<file path="config.mk">
export PLATFORM = sky130hd
export DESIGN_NAME = hrp_device_flat
export DESIGN_NICKNAME = d
export VERILOG_FILES = /design/src/hrp_pkg.sv /design/src/hrp_if.sv /design/src/hrp_device.sv /design/src/flat_wrapper.sv
export SDC_FILE = /design/constraint.sdc
export NUM_CORES = 1
export LEC_CHECK = 0
export BUFFER_PORTS_ARGS = -buffer_cell sky130_fd_sc_hd__buf_2
export CAP_MARGIN = 40
export CELL_PAD_IN_SITES_DETAIL_PLACEMENT = 0
export CELL_PAD_IN_SITES_GLOBAL_PLACEMENT = 1
export CORE_UTILIZATION = 27
export DETAILED_ROUTE_END_ITERATION = 7
export PLACE_DENSITY = 0.79
export SYNTH_ARGS = -nofsm -noshare
export SYNTH_HDL_FRONTEND = slang
export SYNTH_SLANG_ARGS = --single-unit
</file>
<file path="constraint.sdc">
create_clock -name clk_sys_in -period 1.4 [get_ports clk_sys_in]
set_input_delay 0.07 -clock clk_sys_in [delete_from_list [all_inputs] [get_ports clk_sys_in]]
set_output_delay 0.07 -clock clk_sys_in [all_outputs]
set_load 0.03 [all_outputs]
</file>
<file path="src/hrp_pkg.sv">
// constants and types shared by both ends of the host read port
// Operation
// (RULE1) host writes read code to address five
// (RULE2) read code captured on write strobe rise
// (RULE3) address lines pick byte within source
// (RULE4) device drives byte while read strobe low
// (RULE5) address seven returns status, ignoring code
// (RULE6) code zero: I and Q bytes
// (RULE7) code one: magnitude and phase bytes
// (RULE8) code two: frequency low, high bytes
// (RULE9) code four: 24-bit level detector bytes
// (RULE10) code five: gain mantissa and shift bytes
// (RULE11) host writes location ten to sample gain
// (RULE12) code five: unstabilised timing error bytes
// (RULE13) status bits six to four: FIFO depth
// (RULE14) status bit three: FIFO empty
// (RULE15) status bit two: FIFO full
// (RULE16) status bit one: active-low buffer ready
// (RULE17) status bit zero: level integration done
// (RULE18) host toggles read strobe per byte
// (RULE19) unused codes and addresses return zero
package hrp_pkg;

    // ----------------------------------------
    // port addresses
    // ----------------------------------------
    localparam logic [2:0] ADDR_READ_SOURCE_SELECT = 3'h5; // write: read code
    localparam logic [2:0] ADDR_STATUS_BYTE = 3'h7;        // read: status
    localparam logic [2:0] ADDR_GAIN_SAMPLE = 3'h2;        // location ten, binary 010

    // ----------------------------------------
    // read codes
    // ----------------------------------------
    localparam logic [2:0] CODE_IQ = 3'h0;
    localparam logic [2:0] CODE_MAG_PHASE = 3'h1;
    localparam logic [2:0] CODE_FREQ = 3'h2;
    localparam logic [2:0] CODE_LEVEL = 3'h4;
    localparam logic [2:0] CODE_GAIN_TE = 3'h5;
    localparam logic [2:0] CODE_RESET = 3'h0;              // read code after reset

    // ----------------------------------------
    // status field positions
    // ----------------------------------------
    localparam int STAT_DEPTH_LSB = 4;
    localparam int STAT_EMPTY_BIT = 3;
    localparam int STAT_FULL_BIT = 2;
    localparam int STAT_READY_N_BIT = 1;
    localparam int STAT_INTEG_BIT = 0;

    // ----------------------------------------
    // host controller register map (wishbone byte addresses)
    // ----------------------------------------
    localparam logic [7:0] WB_CTRL = 8'h00;    // wr: [2:0] addr,[10:8] data,[16] rd,[17] wr
    localparam logic [7:0] WB_STATUS = 8'h04;  // rd: [0] busy, [15:8] last read byte
    localparam logic [7:0] WB_IRQ_STAT = 8'h08; // [0] done, write one to clear
    localparam logic [7:0] WB_IRQ_MASK = 8'h0c; // [0] done enable

    // ----------------------------------------
    // host strobe timing, in clocks
    // ----------------------------------------
    localparam logic [3:0] STROBE_LOW_CYC = 4'h3;  // strobe low time
    localparam logic [3:0] STROBE_HIGH_CYC = 4'h2; // recovery high time

    // host sequencer states
    typedef enum logic [1:0] {
        HRP_IDLE = 2'b00,
        HRP_LOW = 2'b01,
        HRP_HIGH = 2'b10
    } hrp_state_t;

endpackage

</file>
<file path="src/hrp_if.sv">
// parallel host bus joining the controller and the read port
`timescale 1ns/1ns
interface hrp_if;
    logic [2:0] addr;       // byte address
    logic [7:0] host_data;  // host drive of data bus
    logic host_data_oe;     // host drives data bus
    logic [7:0] dev_data;   // device drive of data bus
    logic dev_data_oe;      // device drives data bus
    logic wr_n;             // write strobe, active low
    logic rd_n;             // read strobe, active low

    modport device (
        input addr, host_data, host_data_oe, wr_n, rd_n,
        output dev_data, dev_data_oe
    );
    modport host (
        input dev_data, dev_data_oe,
        output addr, host_data, host_data_oe, wr_n, rd_n
    );
endinterface

</file>
<file path="src/hrp_device.sv">
// device end: read code latch, byte mux and status byte
//
// The Wishbone interface to the registers was decided locally.
`timescale 1ns/1ns
module hrp_device (
    // clock and reset
    input wire logic clk_sys_in,
    input wire logic srst_in,
    // host bus
    hrp_if.device bus,
    // data sources from the core
    input wire logic [15:0] i_in,
    input wire logic [15:0] q_in,
    input wire logic [15:0] mag_in,
    input wire logic [15:0] phase_in,
    input wire logic [15:0] freq_in,
    input wire logic [23:0] level_in,
    input wire logic [14:0] gain_in,       // [14:11] shift, [10:0] mantissa
    input wire logic [15:0] timing_err_in,
    // status sources
    input wire logic [2:0] fifo_depth_in,
    input wire logic fifo_empty_in,
    input wire logic fifo_full_in,
    input wire logic buffer_ready_n_in,
    input wire logic integ_done_in,
    // gain sample strobe out to the core
    output logic gain_sample_out
);
    // ----------------------------------------
    // write strobe edge
    // ----------------------------------------
    logic wr_n_q;
    logic [2:0] code_q;
    logic [2:0] wr_addr_q;
    logic [2:0] wr_data_q;
    logic [14:0] gain_q;       // gain held at sample time
    logic [7:0] byte_d;
    logic [7:0] status;
    logic wr_rise;

    // address and data captured while strobe is low, used at its rise
    always_ff @(posedge clk_sys_in) begin
        if (srst_in) begin
            wr_n_q <= 1'b1;
            wr_addr_q <= 3'h0;
            wr_data_q <= 3'h0;
        end else begin
            wr_n_q <= bus.wr_n;
            if (!bus.wr_n) begin
                wr_addr_q <= bus.addr;
                wr_data_q <= bus.host_data[2:0];
            end
        end
    end

    assign wr_rise = bus.wr_n && !wr_n_q;

    // read code latch
    always_ff @(posedge clk_sys_in) begin
        if (srst_in) begin
            code_q <= hrp_pkg::CODE_RESET;
        end else if (wr_rise && wr_addr_q == hrp_pkg::ADDR_READ_SOURCE_SELECT) begin
            code_q <= wr_data_q; // RULE2
        end
    end

    // gain snapshot, so both bytes are coherent
    always_ff @(posedge clk_sys_in) begin
        if (srst_in) begin
            gain_q <= 15'h0000;
            gain_sample_out <= 1'b0;
        end else begin
            gain_sample_out <= wr_rise && wr_addr_q == hrp_pkg::ADDR_GAIN_SAMPLE;
            if (wr_rise && wr_addr_q == hrp_pkg::ADDR_GAIN_SAMPLE) begin
                gain_q <= gain_in; // RULE11
            end
        end
    end

    // ----------------------------------------
    // status byte
    // ----------------------------------------
    always_comb begin
        status = 8'h00;
        status[hrp_pkg::STAT_DEPTH_LSB +: 3] = fifo_depth_in; // RULE13
        status[hrp_pkg::STAT_EMPTY_BIT] = fifo_empty_in;      // RULE14
        status[hrp_pkg::STAT_FULL_BIT] = fifo_full_in;        // RULE15
        status[hrp_pkg::STAT_READY_N_BIT] = buffer_ready_n_in; // RULE16
        status[hrp_pkg::STAT_INTEG_BIT] = integ_done_in;      // RULE17
    end

    // ----------------------------------------
    // byte selection
    // ----------------------------------------
    always_comb begin
        byte_d = 8'h00; // RULE19
        if (bus.addr == hrp_pkg::ADDR_STATUS_BYTE) begin
            byte_d = status; // RULE5
        end else begin
            case (code_q) // RULE3
                hrp_pkg::CODE_IQ: begin // RULE6
                    case (bus.addr)
                        3'h0: byte_d = i_in[7:0];
                        3'h1: byte_d = i_in[15:8];
                        3'h2: byte_d = q_in[7:0];
                        3'h3: byte_d = q_in[15:8];
                        default: byte_d = 8'h00;
                    endcase
                end
                hrp_pkg::CODE_MAG_PHASE: begin // RULE7
                    case (bus.addr)
                        3'h0: byte_d = mag_in[7:0];
                        3'h1: byte_d = mag_in[15:8];
                        3'h2: byte_d = phase_in[7:0];
                        3'h3: byte_d = phase_in[15:8];
                        default: byte_d = 8'h00;
                    endcase
                end
                hrp_pkg::CODE_FREQ: begin // RULE8
                    case (bus.addr)
                        3'h0: byte_d = freq_in[7:0];
                        3'h1: byte_d = freq_in[15:8];
                        default: byte_d = 8'h00;
                    endcase
                end
                hrp_pkg::CODE_LEVEL: begin // RULE9
                    case (bus.addr)
                        3'h0: byte_d = level_in[7:0];
                        3'h1: byte_d = level_in[15:8];
                        3'h2: byte_d = level_in[23:16];
                        default: byte_d = 8'h00;
                    endcase
                end
                hrp_pkg::CODE_GAIN_TE: begin
                    case (bus.addr)
                        3'h0: byte_d = gain_q[7:0];                    // RULE10
                        3'h1: byte_d = {1'b0, gain_q[14:8]};           // RULE10
                        3'h2: byte_d = timing_err_in[7:0];             // RULE12
                        3'h3: byte_d = timing_err_in[15:8];            // RULE12
                        default: byte_d = 8'h00;
                    endcase
                end
                default: byte_d = 8'h00; // RULE19
            endcase
        end
    end

    // ----------------------------------------
    // data bus drive, registered one clock after strobe falls
    // ----------------------------------------
    always_ff @(posedge clk_sys_in) begin
        if (srst_in) begin
            bus.dev_data <= 8'h00;
            bus.dev_data_oe <= 1'b0;
        end else begin
            bus.dev_data_oe <= !bus.rd_n; // RULE4
            if (!bus.rd_n) begin
                bus.dev_data <= byte_d; // RULE4
            end
        end
    end
endmodule

</file>
<file path="src/flat_wrapper.sv">
// flat-port wrapper written by rule: the top's interface ports become plain ports
module hrp_device_flat 
  (clk_sys_in, srst_in, i_in, q_in, mag_in, phase_in, freq_in, level_in, gain_in, timing_err_in, fifo_depth_in, fifo_empty_in, fifo_full_in, buffer_ready_n_in, integ_done_in, gain_sample_out, bus_addr, bus_host_data, bus_host_data_oe, bus_wr_n, bus_rd_n, bus_dev_data, bus_dev_data_oe);
  hrp_if bus_i ();
  input wire logic clk_sys_in;
  input wire logic srst_in;
  input wire logic [15:0] i_in;
  input wire logic [15:0] q_in;
  input wire logic [15:0] mag_in;
  input wire logic [15:0] phase_in;
  input wire logic [15:0] freq_in;
  input wire logic [23:0] level_in;
  input wire logic [14:0] gain_in;
  input wire logic [15:0] timing_err_in;
  input wire logic [2:0] fifo_depth_in;
  input wire logic fifo_empty_in;
  input wire logic fifo_full_in;
  input wire logic buffer_ready_n_in;
  input wire logic integ_done_in;
  output logic gain_sample_out;
  input wire logic [$bits(bus_i.addr)-1:0] bus_addr;
  input wire logic [$bits(bus_i.host_data)-1:0] bus_host_data;
  input wire logic [$bits(bus_i.host_data_oe)-1:0] bus_host_data_oe;
  input wire logic [$bits(bus_i.wr_n)-1:0] bus_wr_n;
  input wire logic [$bits(bus_i.rd_n)-1:0] bus_rd_n;
  output wire logic [$bits(bus_i.dev_data)-1:0] bus_dev_data;
  output wire logic [$bits(bus_i.dev_data_oe)-1:0] bus_dev_data_oe;
  assign bus_i.addr = bus_addr;
  assign bus_i.host_data = bus_host_data;
  assign bus_i.host_data_oe = bus_host_data_oe;
  assign bus_i.wr_n = bus_wr_n;
  assign bus_i.rd_n = bus_rd_n;
  assign bus_dev_data = bus_i.dev_data;
  assign bus_dev_data_oe = bus_i.dev_data_oe;
  hrp_device u_core (.clk_sys_in(clk_sys_in), .srst_in(srst_in), .bus(bus_i), .i_in(i_in), .q_in(q_in), .mag_in(mag_in), .phase_in(phase_in), .freq_in(freq_in), .level_in(level_in), .gain_in(gain_in), .timing_err_in(timing_err_in), .fifo_depth_in(fifo_depth_in), .fifo_empty_in(fifo_empty_in), .fifo_full_in(fifo_full_in), .buffer_ready_n_in(buffer_ready_n_in), .integ_done_in(integ_done_in), .gain_sample_out(gain_sample_out));
endmodule
</file>
# Word level (Yosys, flattened, before mapping)
# Cells that the tools add are included.
dict set report op_classes {
  n_eq_ne 10
  n_mux 7
  n_reduce_logical 7
}
# operator count
set ops {}
lappend ops {{$pmux 8 s4} 3}
lappend ops {{$pmux 8 s5} 1}
lappend ops {{$pmux 8 s3} 1}
lappend ops {{$pmux 8 s2} 1}
lappend ops {{$eq 3x2->1 const B} 4}
lappend ops {{$eq 3x3->1 const B} 4}
lappend ops {{$mux 8} 1}
lappend ops {{$eq 3x1->1 const B} 2}
lappend ops {{$logic_not 3->1} 2}
lappend ops {{$logic_and 1x1->1} 3}
lappend ops {{$logic_not 1->1} 2}
dict set report word_totals {
  ff_bits 35
  inputBits 158
  out_inout_bits 10
  word_cells 32
}

# Longest topological paths before layout
# Gate-level depths: netlist of run 1.
dict set report depth {
  depth_word 4
  mapped_depth 8
  ltp_nobuf 4
}

# Worst setup path before layout of run 1
# Ideal clock, no wire load.
dict set report synth_timing {
  path_type {reg-to-reg}
  startpoint {register u_core.code_q[1]}
  endpoint {register u_core.bus.dev_data[2]}
  t_required_ns 1.314
  setup_ns 0.086
  path_slack_ns -0.092
  t_arrival_ns 1.406
  period_less_slack_ns 1.492
  stages_incl_launch_ff 6
  path_buffers 1
  cell_sequence {dfxtp_1 > buf_4 > or3b_4 > a211oi_4 > a222oi_1 > a221oi_2}
}
dict set report synth_between {
  elab_chain_cells 3
  word_cells_on_any_way 7
  classes_between {4 x eq/ne; 2 x mux; 1 x reduce/logical}
}
# element line_no
set synth_rtl {}
lappend synth_rtl {{start: declaration} hrp_device.sv:33} ;# logic [2:0] code_q;
lappend synth_rtl {{start signal: assignment} hrp_device.sv:61} ;# code_q <= hrp_pkg::CODE_RESET;
lappend synth_rtl {{start signal: assignment} hrp_device.sv:63} ;# code_q <= wr_data_q;
lappend synth_rtl {{$eq 3x3->1 (tied with other cells)} hrp_device.sv:100} ;# case (code_q)
lappend synth_rtl {{$pmux 8 s5 *} hrp_device.sv:100}
lappend synth_rtl {{$mux 8 *} hrp_device.sv:97} ;# if (bus.addr == hrp_pkg::ADDR_STATUS_BYTE) begin
lappend synth_rtl {{end signal: assignment} hrp_device.sv:158} ;# bus.dev_data <= byte_d;
lappend synth_rtl {{end: declaration} hrp_if.sv:14} ;# output dev_data, dev_data_oe
# Mark *: on every way between the ends. The rest lies on a longest branch, timed or not.
# A chain may end at the register's enable or synchronous reset.

# Final worst setup path of run 1
dict set report layout_timing {
  startpoint {register u_core.code_q[2]}
  endpoint {register u_core.bus.dev_data[4]}
}
# Same word-level chain as after synthesis.

==> metrics.md, run 1 <==
| Metric | Value |
|---|---|
| WL/cell | `15.4 µm` |
| Final WL | `9080 µm` |
| Critical path buffers and inverters | `1` |
| I/O pin total | `168` |
| Critical-path cell list | `or3b_4 -> a211oi_4 -> buf_6 -> o21ai_2 -> a311oi_1` |
| RSZ-0062 raised after global routing | `yes` |
| Vias per cell | `4.83` |
| Design Power | `0.00258 W` |
| Setup TNS | `-0.830 ns` |
| Largest net degree at the start of global routing | `22` |
| Clk slew on worst S/H paths | `around 0.080 ns` |
| Power Density | `about 670 nW/µm²` |
| Total vias in the final route | `2,848` |
| Port-buffer cells | `between 150 and 200` |
| RD Place Congestion | `0.863` |
| # clock sinks | `35` |
| Worst Path Arrival | `1.78 ns` |
| Worst-Margin Slew | `around 0.43 ns` |
| Max-cap violations | `0` |
| HPWL after DPL | `7320 µm` |
| First-pass GRT wire length | `13,700 µm` |
| Inserted Clock Buffers | `5` |
| Final Cycle Share | `112%` |
| Worst setup SP type | `flop` |
| Critical path class | `flop to flop` |
| Vias in the first global route | `2,820` |
| Ys async rst share | `0%` |
| CP Capture Type | `flop` |
| Hold WC Path Type | `primary input to flop` |
| Mapped cell area | `2560 µm²` |
| Core area | `9240 µm²` |
| Yosys warnings | `0` |
| Commonest non-fill, non-tap cells in the layout | `buf_2 (161), mux2i_1 (48), nand2_1 (42), dfxtp_1 (32), buf_4 (30)` |
| Number of detailed-route iterations in the first pass | `4` |
| CTS tree | `done` |
| Number of synthesized flops with an enable pin | `0` |
| Grt ovf | `0` |
| Synth cell types | `43` |
| Clock Skew | `0.00600 ns` |
| Relative slew slack | `~72%` |
| Slowest-stage cell, CP | `or3b_4` |
| CP peak stage delay | `between 0.4 and 0.5 ns` |
| Top delay family on crit path | `compound AO/OA/AOI/OAI gates` |
| # diodes | `0` |
| Ratio of cells with drive above 1 in the final layout | `between 50 and 60%` |
| Hold Fails Final Rpt | `0` |
| Die Span Y | `approximately 100 µm` |
| Max Slew Vio Count | `0` |
| Post-synth net total | `approximately 440` |
| Storage element area | `about 710 µm²` |
| Fill count | `903` |
| Fmax | `between 0.6 and 0.7 GHz` |
| # rows | `35` |
| CP Data Required Time | `about 1.6 ns` |
| Leak Pwr | `1.83 nW` |
| Syn-to-layout area delta | `51.2%` |
| Die area | `9890 µm²` |
| Worst-Skew Late Latency | `0.30 ns` |
| Worst Path Max Fanout | `5` |
| Post-route insts no fill | `between 500 and 600` |
| Clock buffer depth | `2` |
| Initial antenna violation count | `0` |
| Crit path time final | `1.57 ns` |
| Violated checks | `negative setup slack` |
| DRT iter0 DRCs | `93` |
| Syn Inst Count | `278` |
| FF+latch count, synth | `35` |
| Peak VDD IR | `around 0.00046 V` |
| Sequential area share after synthesis | `a little over a quarter` |
| Outcome | `finished with violations` |
| Nets | `618` |
| Multi-input logic area | `1710 µm²` |
| All-Layer GR Usage | `17.9%` |
| DRC | `0` |
| Setup violators final | `7` |
| H-tree depth | `2` |
| Leading cell type in the layout, fill and taps excluded | `buf_2` |
| Final worst slack | `-0.174 ns` |
| Placed cell count | `571` |
| Post-synth top flop | `dfxtp_1` |
| Starting Density | `approximately 28%` |
| Syn Area/Cell | `around 9 µm²` |
| Detail Route Antenna Nets | `0` |
| Die width | `99.5 µm` |
| Clock root buffer | `clkbuf_8` |
| Pre-CTS WS | `-0.183 ns` |
cells by family after synthesis:
family / share of synthesized area [%]
flops: 27.3
compound gates: 19.9
buf+inv: 8.24
simple gates: 15.3
mux: 29.3
Yosys cell counts, types with 2 or more instances:
library cell,count,area share [%]
and2_1,2,0.49
buf_2,6,1.2
nor2_1,15,2.2
mux4_2,12,11
and3_1,2,0.49
a221oi_2,2,1.2
clkbuf_1,6,0.88
dfxtp_1,35,27
nand3_1,2,0.39
a22oi_1,6,1.8
buf_6,6,2.6
o2bb2ai_1,6,2.0
nand3b_1,2,0.59
nor3_1,2,0.39
nor2b_1,6,1.5
o22ai_1,11,2.7
a21oi_1,22,4.3
buf_4,5,1.5
a222oi_1,2,0.78
o21ai_1,2,0.39
a311oi_1,4,1.4
mux2i_1,48,19
o211a_1,7,2.7
o211ai_1,3,0.88
buf_1,2,0.29
nand2_1,42,6.1
nor4_1,2,0.49
inv_1,3,0.44
final cells by class:
class	count	share of cell area (%)
clock buffer	6	2.13
clock inverter	2	0.419
inverter	3	0.290
multi-input combinational	213	44.0
sequential	35	18.2
tap	129	4.16
timing repair buffer	202	30.8
worst paths after layout:
check | slack, ns | depth (start not counted) | endpoint | startpoint
min | 0.0008 | 3 | u_core.wr_data_q[2] | bus_host_data[2]
max reg2reg | -0.17 | 5 | u_core.bus.dev_data[4] | u_core.code_q[2]
max | -0.17 | 5 | u_core.bus.dev_data[4] | u_core.code_q[2]
min reg2reg | 0.46 | 2 | u_core.gain_q[8] | u_core.gain_q[8]
stage by stage:
| step | cell area [µm²] | hold slack [ns] | utilization [%] |
|---|---|---|---|
| global placement | 3600 | 0.304 | 38.9 |
| detailed placement | 3600 | 0.310 | 38.9 |
| floorplan | 2570 | 0.206 | - |
| global route | 3880 | 0.0131 | 42.0 |
| finish | 3880 | 0.000779 | 42.0 |
| CTS | 3800 | 0.000826 | 41.1 |
metal layers:
layer	up-vias	wire length [µm]	GRT usage [%]
li1	1405	-	-
met1	1298	3800	21.2
met2	131	4460	32.4
met3	14	688	3.94
met4	0	134	4.98
met5	-	0	0
repair_timing:
item | CTS | global route
hold buffers | 5 | 0
gates cloned | 0 | 1
resized for setup | 5 | 10
hold endpoints to repair | 5 | 0
endpoints found under the setup margin | 8 | 8
pin swaps | 9 | 7
setup buffers | 4 | 1
registers in the layout (all words and copies together) (netlist names):
name / count
u_core.gain_q: 15
u_core.bus.dev_data: 8
u_core.code_q: 3
u_core.wr_addr_q: 3
u_core.wr_data_q: 3
u_core.bus.dev_data_oe: 1
u_core.gain_sample_out: 1
u_core.wr_n_q: 1
worst reg2reg max path, delay by kind of cell (launching register included):
kind | cells | cell delay (ns)
and+or+nand+nor | 1 | 0.41
DFF | 1 | 0.37
buffers and inverters | 1 | 0.17
AOI/OAI and AO/OA | 3 | 0.55
power breakdown:
group / internal, W / total [W] / switching [W]
sequential: 0.00103 / 0.00105 / 0.0000200
combinational: 0.000394 / 0.000722 / 0.000327
clock: 0.000402 / 0.000815 / 0.000413
(Power assumes the default switching activity.)
==> inputs of run 2 (changes only) <==
--- a/config.mk
+++ b/config.mk
@@ -11,6 +11,7 @@
 export CELL_PAD_IN_SITES_GLOBAL_PLACEMENT = 1
 export CORE_UTILIZATION = 27
 export DETAILED_ROUTE_END_ITERATION = 7
+export HOLD_SLACK_MARGIN = 0.15
 export PLACE_DENSITY = 0.79
 export SYNTH_ARGS = -nofsm -noshare
 export SYNTH_HDL_FRONTEND = slang
==> run 2 against run 1 <==
The flow still finishes with violations (negative setup slack). Clock power hardly changed. Worst hold slack better by 0.17 ns. Sequential cell count stayed put. Clock skew is 0.0011 ns higher. Combinational power is 4.0% higher. Sequential share of layout area is 0.64 points lower. Total power is 1.1% higher. Count of clock-buffer cells in the layout stayed put. Cell count is 2.4% higher. Register-to-register slack hardly changed. Routed wire length is 1.2% higher.
==> metrics.md, run 2 (synthesis gave the netlist of run 1 again) <==
| Metric | Value |
|---|---|
| Max Slew Vio Count | `0` |
| Critical path class | `flop to flop` |
| DRC | `0` |
| Die width | `between 90 and 100 µm` |
| DRT iter0 DRCs | `111` |
| Initial antenna violation count | `0` |
| Worst Path Arrival | `1.78 ns` |
| Relative slew slack | `71.6%` |
| Multi-input logic area | `1710 µm²` |
| Largest register FFs | `15` |
| Die Span Y | `slightly below 100 µm` |
| RSZ-0062 raised after global routing | `yes` |
| Syn-to-layout area delta | `56.6%` |
| Clock root buffer | `clkbuf_8` |
| Leading cell type in the layout, fill and taps excluded | `buf_2` |
| Peak VDD IR | `about 0.00048 V` |
| Post-route insts no fill | `604` |
| # rows | `35` |
| Ratio of cells with drive above 1 in the final layout | `49.1%` |
| CP Data Required Time | `1.61 ns` |
| Number of detailed-route iterations in the first pass | `4` |
| Largest registers | `u_core.gain_q: 15 flops, u_core.bus.dev_data: 8 flops` |
| Leak Pwr | `1.89 nW` |
| Worst-Margin Slew | `0.425 ns` |
| Storage element area | `707 µm²` |
| CTS tree | `done` |
| Port-buffer cells | `161` |
| Clk slew on worst S/H paths | `0.07 ns` |
| Worst Path Max Fanout | `5` |
| # clock sinks | `35` |
| Vias in the first global route | `2,899` |
| Fmax | `between 0.6 and 0.7 GHz` |
| Final Cycle Share | `112%` |
| H-tree depth | `2` |
| Final worst slack | `-0.173 ns` |
| I/O pin total | `168` |
| Hold Fails Final Rpt | `0` |
| Detail Route Antenna Nets | `0` |
| First-pass GRT wire length | `14,000 µm` |
| Commonest non-fill, non-tap cells in the layout | `buf_2 (161), mux2i_1 (48), nand2_1 (42), dfxtp_1 (32), buf_4 (30)` |
| Power Density | `650 nW/µm²` |
| Core area | `9240 µm²` |
| Die area | `9890 µm²` |
| Vias per cell | `4.80` |
| Starting Density | `27.8%` |
| WL/cell | `15.2 µm` |
| RD Place Congestion | `0.863` |
| Design Power | `about 0.0026 W` |
| # diodes | `0` |
| Worst-Skew Late Latency | `0.30 ns` |
| All-Layer GR Usage | `between 10% and 20%` |
| Clock Skew | `0.00713 ns` |
| Clock buffer depth | `2` |
| Outcome | `finished with violations` |
| Grt ovf | `0` |
| Hold_ws | `around 0.17 ns` |
| Crit path time final | `1.57 ns` |
| HPWL after DPL | `7320 µm` |
| Final WL | `9190 µm` |
| Worst setup SP type | `flop` |
| Violated checks | `negative setup slack` |
| Setup violators final | `7` |
| Largest net degree at the start of global routing | `22` |
| Final Util | `43.5%` |
| Nets | `632` |
| Total vias in the final route | `2,897` |
| Fill count | `893` |
| Placed cell count | `571` |
| CP Capture Type | `flop` |
| Inserted Clock Buffers | `5` |
| Max-cap violations | `0` |
| Setup TNS | `-0.814 ns` |
| Top reg by flops | `u_core.gain_q` |
| Hold WC Path Type | `primary input to flop` |
-- run 2: changes by cell type in the layout (fill, tap and decap cells not counted), sizes merged --
cell / before / now
dlygate4sd3: 5 / 19
-- run 2: path summary, 6_finish.rpt --
check	startpoint	endpoint	slack, ns	cells past startpoint
setup / recovery	u_core.code_q[2]	u_core.bus.dev_data[4]	-0.17	5
hold / removal	level_in[15]	u_core.bus.dev_data[7]	0.17	4
setup reg to reg	u_core.code_q[2]	u_core.bus.dev_data[4]	-0.17	5
hold reg to reg	u_core.gain_q[6]	u_core.gain_q[6]	0.46	2
-- run 2: timing repair --
action | in CTS | in global routing
buffers inserted | 4 | 1
hold buffers | 19 | 0
hold endpoints to repair | 19 | 0
gates cloned | 0 | 1
resized for setup | 5 | 10
pin swaps | 9 | 7
endpoints found under the setup margin | 8 | 8
-- run 2: where the power goes --
part / internal, W / leakage, nW / switching, W
combinational: 0.000420 / 1.56 / 0.000332
sequential: 0.00103 / 0.287 / 0.0000198
clock: 0.000402 / 0.0474 / 0.000412
total: 0.00185 / 1.89 / 0.000764
-- run 2: per-layer routing --
metal  vias to the layer above  GRT usage, %  routed length [µm]
met5                         -             0                   0
met4                         0          5.09                 134
met3                        14          4.01                 644
met2                       125          33.3                4570
met1                      1329          21.3                3840
li1                       1429             -                   -
-- run 2: cell type report --
class	count	area share, %
multi-input cells	213	42.5
repair buffers	216	33.2
flip-flops and latches	35	17.6
clock buffers	6	2.06
inverters	3	0.280
well taps	129	4.02
clock inverters	2	0.405
-- run 2: critical path, cell delays in order, from the launching register on --
cell and delay (ns):
dfxtp_2 0.37, or3b_4 0.40, a211oi_4 0.23, buf_6 0.17, o21ai_2 0.05, a311oi_1 0.26
-- run 2: through the flow --
stage	setup WS [ns]	cell area, µm²
finish	-0.173	4020
global route	-0.206	4020
global placement	-0.145	3600
CTS	-0.170	3940
floorplan	-0.0832	2570
detailed placement	-0.183	3600
